**config.mk**
```make
export PLATFORM = sky130hd
export DESIGN_NAME = cifl_top
export DESIGN_NICKNAME = d
export VERILOG_FILES = /design/src/hw/cifl_pkg.sv /design/src/hw/cifl_top.sv
export VERILOG_INCLUDE_DIRS = /design/src /design/src/hw
export SDC_FILE = /design/constraint.sdc
export NUM_CORES = 1
export LEC_CHECK = 0
export ABC_AREA = 0
export BUFFER_PORTS_ARGS = -buffer_cell sky130_fd_sc_hd__buf_2
export CAP_MARGIN = 15
export CORE_ASPECT_RATIO = 0.5
export CORE_MARGIN = 2
export CORE_UTILIZATION = 40
export CTS_BUF_LIST = sky130_fd_sc_hd__clkbuf_4
export DETAILED_ROUTE_END_ITERATION = 8
export MAX_ROUTING_LAYER = met4
export PLACE_DENSITY_LB_ADDON = 0.25
export SETUP_SLACK_MARGIN = 0.2
export SLEW_MARGIN = 0
export SYNTH_ARGS = -nofsm -noshare
export SYNTH_HDL_FRONTEND = slang
export SYNTH_SLANG_ARGS = --single-unit
```
**constraint.sdc**
```tcl
create_clock -name pclk -period 9.5 [get_ports pclk]
set_input_delay 1.9 -clock pclk [delete_from_list [all_inputs] [get_ports pclk]]
set_output_delay 1.9 -clock pclk [all_outputs]
set_load 0.005 [all_outputs]
```
**src/hw/cifl_params.svh**
```systemverilog
`ifndef CIFL_PARAMS_SVH
`define CIFL_PARAMS_SVH
// Register byte offsets
`define CIFL_OFF_CTRL 12'h000
`define CIFL_OFF_STATUS 12'h004
`define CIFL_OFF_MASK 12'h008
`define CIFL_OFF_DBASE 12'h00C
`define CIFL_OFF_DLIMIT 12'h010
`define CIFL_OFF_PADDR 12'h014
`define CIFL_OFF_PCLK_RELOAD 12'h018
`define CIFL_OFF_PCLK_COUNT 12'h01C
`define CIFL_OFF_SAVED_PADDR 12'h020
`define CIFL_OFF_SAVED_CTX 12'h024
// Control register fields
`define CIFL_MODE_CORR 0
`define CIFL_MODE_UNCORR 1
`define CIFL_MODE_PRIV 2
`define CIFL_MODE_NORM_EXIT 3
`define CIFL_MODE_BOUNDS 4
`define CIFL_MODE_INTERVAL 5
`define CIFL_CTRL_SUPERVISOR 8
`define CIFL_CTRL_NATIVE 9
`define CIFL_CTRL_PCLK_RUN 10
`define CIFL_CTRL_WMASK 32'h0000_073F
`define CIFL_CTRL_RESET 32'h0000_0100
// Flag positions, shared by status, mask and saved flags
`define CIFL_FLG_CORR 0
`define CIFL_FLG_UNCORR 1
`define CIFL_FLG_PRIV 2
`define CIFL_FLG_NORM_EXIT 3
`define CIFL_FLG_BOUNDS 4
`define CIFL_FLG_INTERVAL 5
`define CIFL_NFLAGS 6
`define CIFL_SAVED_FLG_LSB 16
// Instruction parcel decode
`define CIFL_GH_PRIV 7'h01
`define CIFL_PARCEL_NORM_EXIT 16'h0800
`define CIFL_PARCEL_ERR_EXIT 16'h0000
// Program address widths
`define CIFL_PADDR_LEGACY_MASK 32'h00FF_FFFF
`define CIFL_PADDR_NATIVE_MASK 32'hFFFF_FFFF
`define CIFL_RESET_WORD 32'h0000_0000
`endif

```
**src/hw/cifl_pkg.sv**
```systemverilog
`default_nettype none
package cifl_pkg;
   typedef struct packed {
      logic valid;
      logic [15:0] parcel;
   } cifl_issue_t;
   typedef struct packed {
      logic corr;
      logic uncorr;
   } cifl_memerr_t;
   typedef struct packed {
      logic valid;
      logic [31:0] word_addr;
   } cifl_dref_t;
   typedef struct packed {
      logic [29:0] word_addr;
      logic [1:0] parcel_sel;
   } cifl_fetch_t;
endpackage
`default_nettype wire

```
**src/hw/cifl_top.sv**
```systemverilog
// Decided for this implementation: the APB slave port and the placing of the registers.
`include "cifl_params.svh"
`default_nettype none
module cifl_top
   import cifl_pkg::*;
#(
   parameter logic [7:0] CPU_NUM = 8'h00
) (
   input wire logic pclk,
   input wire logic presetn,
   input wire logic psel,
   input wire logic penable,
   input wire logic pwrite,
   input wire logic [11:0] paddr,
   input wire logic [31:0] pwdata,
   output logic [31:0] prdata,
   output logic pready,
   output logic pslverr,
   input wire cifl_issue_t issue,
   input wire cifl_memerr_t mem_err,
   input wire cifl_dref_t dref,
   output cifl_fetch_t fetch,
   output logic priv_exec_ok,
   output logic priv_blocked,
   output logic exchange_req,
   output logic irq
);

   function automatic logic is_priv(input logic [15:0] parcel);
      is_priv = (parcel[15:9] == `CIFL_GH_PRIV) && (parcel[5:3] != 3'h0);
   endfunction

   function automatic logic [31:0] clip_paddr(input logic [31:0] a, input logic native);
      clip_paddr = a & (native ? `CIFL_PADDR_NATIVE_MASK : `CIFL_PADDR_LEGACY_MASK);
   endfunction

   logic [31:0] ctrl;
   logic [`CIFL_NFLAGS-1:0] status;
   logic [`CIFL_NFLAGS-1:0] mask;
   logic [31:0] dbase;
   logic [31:0] dlimit;
   logic [31:0] prog_addr;
   logic [31:0] pclk_reload;
   logic [31:0] pclk_count;
   logic [31:0] saved_paddr;
   logic [7:0] saved_cpu;
   logic [`CIFL_NFLAGS-1:0] saved_flags;

   logic [`CIFL_NFLAGS-1:0] ev;
   logic [`CIFL_NFLAGS-1:0] w1c;
   logic [`CIFL_NFLAGS-1:0] next_status;
   logic [31:0] rd_data;
   logic rd_hit;
   logic wr_en;
   logic supervisor;
   logic native;
   logic pclk_zero;
   logic out_of_bounds;
   logic exit_issue;
   logic exch_start;

   assign supervisor = ctrl[`CIFL_CTRL_SUPERVISOR];
   assign native = ctrl[`CIFL_CTRL_NATIVE];
   assign wr_en = psel & penable & pready & pwrite;
   assign pclk_zero = ctrl[`CIFL_CTRL_PCLK_RUN] & (pclk_count == `CIFL_RESET_WORD);
   // Operand addresses carry no parcel bits, so the check is word-granular
   assign out_of_bounds = (dref.word_addr < dbase) || (dref.word_addr >= dlimit);
   assign exit_issue = issue.valid && ((issue.parcel == `CIFL_PARCEL_NORM_EXIT) ||
                                       (issue.parcel == `CIFL_PARCEL_ERR_EXIT));
   // Fetch address taken straight from the program address flops
   assign fetch.word_addr = prog_addr[31:2];
   assign fetch.parcel_sel = prog_addr[1:0];

   always_comb begin
      ev = '0;
      // Memory errors pass even in supervisor state
      ev[`CIFL_FLG_CORR] = mem_err.corr & ctrl[`CIFL_MODE_CORR];
      ev[`CIFL_FLG_UNCORR] = mem_err.uncorr & ctrl[`CIFL_MODE_UNCORR];
      ev[`CIFL_FLG_PRIV] = issue.valid & is_priv(issue.parcel) & ~supervisor &
                           ctrl[`CIFL_MODE_PRIV];
      ev[`CIFL_FLG_NORM_EXIT] = issue.valid & (issue.parcel == `CIFL_PARCEL_NORM_EXIT) &
                                ctrl[`CIFL_MODE_NORM_EXIT];
      ev[`CIFL_FLG_BOUNDS] = dref.valid & out_of_bounds & ctrl[`CIFL_MODE_BOUNDS] &
                             ~supervisor;
      ev[`CIFL_FLG_INTERVAL] = pclk_zero & ctrl[`CIFL_MODE_INTERVAL] &
                               ~supervisor;
   end

   always_comb begin
      w1c = '0;
      if (wr_en && (paddr == `CIFL_OFF_STATUS)) begin
         w1c = pwdata[`CIFL_NFLAGS-1:0];
      end
      // A new event wins over a clear in the same cycle
      next_status = (status & ~w1c) | ev;
   end

   // Exits always exchange, interrupts exchange when raised
   assign exch_start = exit_issue | (|ev);

   always_comb begin
      rd_data = '0;
      rd_hit = 1'b1;
      case (paddr)
         `CIFL_OFF_CTRL: begin
            rd_data = ctrl;
         end
         `CIFL_OFF_STATUS: begin
            rd_data[`CIFL_NFLAGS-1:0] = status;
         end
         `CIFL_OFF_MASK: begin
            rd_data[`CIFL_NFLAGS-1:0] = mask;
         end
         `CIFL_OFF_DBASE: begin
            rd_data = dbase;
         end
         `CIFL_OFF_DLIMIT: begin
            rd_data = dlimit;
         end
         `CIFL_OFF_PADDR: begin
            rd_data = prog_addr;
         end
         `CIFL_OFF_PCLK_RELOAD: begin
            rd_data = pclk_reload;
         end
         `CIFL_OFF_PCLK_COUNT: begin
            rd_data = pclk_count;
         end
         `CIFL_OFF_SAVED_PADDR: begin
            rd_data = saved_paddr;
         end
         `CIFL_OFF_SAVED_CTX: begin
            rd_data[7:0] = saved_cpu;
            rd_data[`CIFL_SAVED_FLG_LSB +: `CIFL_NFLAGS] = saved_flags;
         end
         default: begin
            rd_hit = 1'b0;
         end
      endcase
   end

   // Zero-wait slave: answer registered in the setup cycle
   always_ff @(posedge pclk or negedge presetn) begin
      if (!presetn) begin
         pready <= 1'b0;
         prdata <= '0;
         pslverr <= 1'b0;
      end else begin
         pready <= psel & ~penable & ~pready;
         pslverr <= psel & ~penable & ~pready & ~rd_hit;
         if (psel && !penable && !pready && !pwrite) begin
            prdata <= rd_data;
         end
      end
   end

   always_ff @(posedge pclk or negedge presetn) begin
      if (!presetn) begin
         ctrl <= `CIFL_CTRL_RESET;
         mask <= '0;
         dbase <= '0;
         dlimit <= '0;
         pclk_reload <= '0;
      end else if (wr_en) begin
         case (paddr)
            `CIFL_OFF_CTRL: begin
               ctrl <= pwdata & `CIFL_CTRL_WMASK;
            end
            `CIFL_OFF_MASK: begin
               mask <= pwdata[`CIFL_NFLAGS-1:0];
            end
            `CIFL_OFF_DBASE: begin
               dbase <= pwdata;
            end
            `CIFL_OFF_DLIMIT: begin
               dlimit <= pwdata;
            end
            `CIFL_OFF_PCLK_RELOAD: begin
               pclk_reload <= pwdata;
            end
            default: begin
            end
         endcase
      end
   end

   always_ff @(posedge pclk or negedge presetn) begin
      if (!presetn) begin
         status <= '0;
         irq <= 1'b0;
      end else begin
         status <= next_status;
         irq <= |(next_status & mask);
      end
   end

   // Program address: software load wins over the parcel step
   always_ff @(posedge pclk or negedge presetn) begin
      if (!presetn) begin
         prog_addr <= '0;
      end else if (wr_en && (paddr == `CIFL_OFF_PADDR)) begin
         prog_addr <= clip_paddr(pwdata, native);
      end else if (issue.valid) begin
         prog_addr <= clip_paddr(prog_addr + 32'h0000_0001, native);
      end else begin
         prog_addr <= clip_paddr(prog_addr, native);
      end
   end

   // Interval counter reloads on reaching zero, so it fires periodically
   always_ff @(posedge pclk or negedge presetn) begin
      if (!presetn) begin
         pclk_count <= '0;
      end else if (wr_en && (paddr == `CIFL_OFF_PCLK_RELOAD)) begin
         pclk_count <= pwdata;
      end else if (ctrl[`CIFL_CTRL_PCLK_RUN]) begin
         pclk_count <= pclk_zero ? pclk_reload : pclk_count - 32'h0000_0001;
      end
   end

   always_ff @(posedge pclk or negedge presetn) begin
      if (!presetn) begin
         priv_exec_ok <= 1'b0;
         priv_blocked <= 1'b0;
      end else begin
         priv_exec_ok <= issue.valid & is_priv(issue.parcel) & supervisor;
         priv_blocked <= issue.valid & is_priv(issue.parcel) & ~supervisor;
      end
   end

   always_ff @(posedge pclk or negedge presetn) begin
      if (!presetn) begin
         exchange_req <= 1'b0;
         saved_paddr <= '0;
         saved_cpu <= '0;
         saved_flags <= '0;
      end else begin
         exchange_req <= exch_start;
         if (exch_start) begin
            saved_paddr <= prog_addr;
            saved_cpu <= CPU_NUM;
            saved_flags <= next_status;
         end
      end
   end
endmodule // cifl_top
`default_nettype wire

```
==> results_dict.tcl <==
set metrics [dict create \
    track_usage_pct 24.97 \
    cts_buffer_depth 3 \
    p_per_area_nw_per_um2 135.2 \
    wl_per_cell_um 20.32 \
    final_cell_area_um2 15950 \
    clk_latency_ps 740 \
    power.leakage_nw 7.484 \
    ys_types 66 \
    synthesis.nets 1647 \
    core_um2 34410 \
    async_reset_ff_share_pct 100.0 \
    slew_headroom_pct 20.71 \
    rsz0062_at_grt "no" \
    skew_ps 48.65 \
    postCtsSetupRepairBufs 0 \
    antenna_left 0 \
    end_kind "flop" \
    cp.arrival_ps 5120 \
    drcViolationCount 0 \
    fin_crit_ps 4528 \
    ys_ff_latch 257 \
    overflow 0 \
    dpl.hpwl_um 31680 \
    multi_input_area_um2 6905 \
    cts_root_buf "clkbuf_4" \
    finalCoreUtilization_pct 46.34 \
    die_x_um 268.1 \
    synth_top_area_share_pct 45.91 \
    place_area_um2 15230 \
    final_common_cell "nand2_1" \
    max_freq_mhz 220.8 \
    start_util_pct 40.55 \
    synth_warnings 0 \
    fin_crit_sh_pct 47.67 \
    clock_sinks 257 \
    maxSlewViolCount 0 \
    tns_ps 0 \
    worstPathMaxFanout 34 \
    grt_pass1_vias 11440 \
    worstPathRequired_ps 10090 \
    nNetsFinal 1812 \
    io_buffers 170 \
    yosysSeqAreaShare_pct 46.10 \
    cts_inserted_buffers 61 \
    syn_inst 1481 \
    ctsHoldBuffers 0 \
    syn_to_final_growth_pct 14.29 \
    clk_pin_slew_ps 70 \
    path_class "in -> reg" \
    seqCellArea_um2 6432 \
    synth.avg_cell_area_um2 9.422 \
    vias 12210 \
    synth_area_leaders "dfrtp_1 46%, nand2_1 7.2%, ha_1 5.8%" \
    vias_per_cell 5.654 \
    first_iter_violations 1248 \
    postCtsResizedCells 0 \
    dieArea_um2 36480 \
    start_kind "input pin" \
    status "finished clean" \
    netlist_area_um2 13950 \
    htreeDepth 2 \
    p_total_mw 2.157 \
    layout_common_cells "266 x nand2_1, 256 x dfrtp_1, 169 x buf_2" \
    nFillCells 3322 \
    cts_tree "yes" \
    hold_viol 0 \
    die_h_um 136.1 \
    wl_um 43870 \
    max_slew.worst_pin.slew_ps 1177 \
    detail_route.first_pass.iterations 8 \
    setup_violations 0 \
    synthFlopType "dfrtp_1" \
    max-cap-violations 0 \
    antenna_found_initial 2 \
    ir_worst_vdd_mv 0.07605 \
    num_rows 48 \
    synth_edf_count 0 \
    pin_count 171 \
    drive_gt1_share_pct 22.58 \
    grt_max_degree 140 \
    yosys.area.top_type "dfrtp_1" \
    globalplace.congestion 0.9348 \
    grt_pass1_wl_um 67540 \
    min_path_type "reg -> reg" \
    fin_hold_ws_ps 472.7 \
]
[power breakdown]
group	leakage [nW]	internal, mW	switching, mW	total [mW]
sequential	3.24	1.11	0.0314	1.14
combinational	3.82	0.0551	0.0957	0.151
clock	0.422	0.407	0.459	0.865
total	7.48	1.57	0.586	2.16
[per-layer routing]
layer / part of all wire (%) / global-route usage [%] / vias up
met1: 45 / 33.94 / 5973
met3: 7.2 / 4.583 / 62
li1: - / - / 5714
met4: 1.8 / 5.742 / 0
met2: 46 / 38.90 / 458
met5: 0 / - / -
[critical path, stage by stage]
cell	delay, ps
buf_2	100
or4_1	570
nor4_2	630
and2_1	210
buf_4	370
nand3_2	750
mux2_2	550
[flip-flops by register name (all words and copies together), names as in the netlist]
register	count
dbase	32
dlimit	32
fetch	32
pclk_count	32
pclk_reload	32
prdata	32
saved_paddr	32
ctrl	9
mask	6
saved_flags	6
status	6
exchange_req	1
irq	1
pready	1
priv_blocked	1
priv_exec_ok	1
pslverr	1
[worst paths after layout]
path,endpoint,cells past startpoint,slack [ps],from
setup / recovery,dbase[31],7,4970,paddr[9]
hold / removal,prdata[26],2,470,prdata[26]
setup reg to reg,saved_paddr[27],6,5540,pclk_count[24]
hold reg to reg,prdata[26],2,470,prdata[26]
max in group asynchronous,saved_paddr[21],2,6970,presetn
min in group asynchronous,priv_blocked,1,1250,presetn
[synthesized netlist by cell type, types with 6 or more instances]
master    number
nand3_1       21
nor2_1        62
mux2i_1        6
a22oi_1       35
o21ai_0      158
a222oi_1      33
mux2_2        68
inv_1         83
a21oi_1       67
a31oi_1       14
and3_1         8
a211oi_1       8
or3_1         12
ha_1          65
or4_1          8
nand2_1      266
a221oi_1      14
a21o_1        10
a22o_1        19
xor2_1        17
nor3_1        31
xnor2_1       15
mux2_4        19
nand4_1       20
nor4_1        15
dfrtp_1      256
clkbuf_1      74
[final cells by class]
| type | instances | area share, % |
|---|---|---|
| multi-input cells | 1057 | 43.30 |
| flip-flops and latches | 257 | 40.33 |
| repair buffers | 186 | 6.308 |
| clock buffers | 85 | 4.001 |
| well taps | 475 | 3.727 |
| inverters | 83 | 1.954 |
| clock inverters | 15 | 0.3609 |
| diodes | 1 | 0.01569 |
[cells by family after synthesis]
family	share of synthesized area, %
AO/OA/AOI/OAI	17.92
XOR/XNOR	2.009
adder cells (fa/ha/maj)	5.829
buffers and inverters	4.672
flip-flops	46.10
multiplexers	7.963
AND/OR/NAND/NOR	15.51
[metrics by stage]
stage               instances  setup WS [ps]
finish                   2159           4972
global route             2159           4821
CTS                      2157           5052
detailed placement       2057           4258
global placement         2057           4308
floorplan                1481           5161
Note: power is estimated with default switching activity, not from simulation.
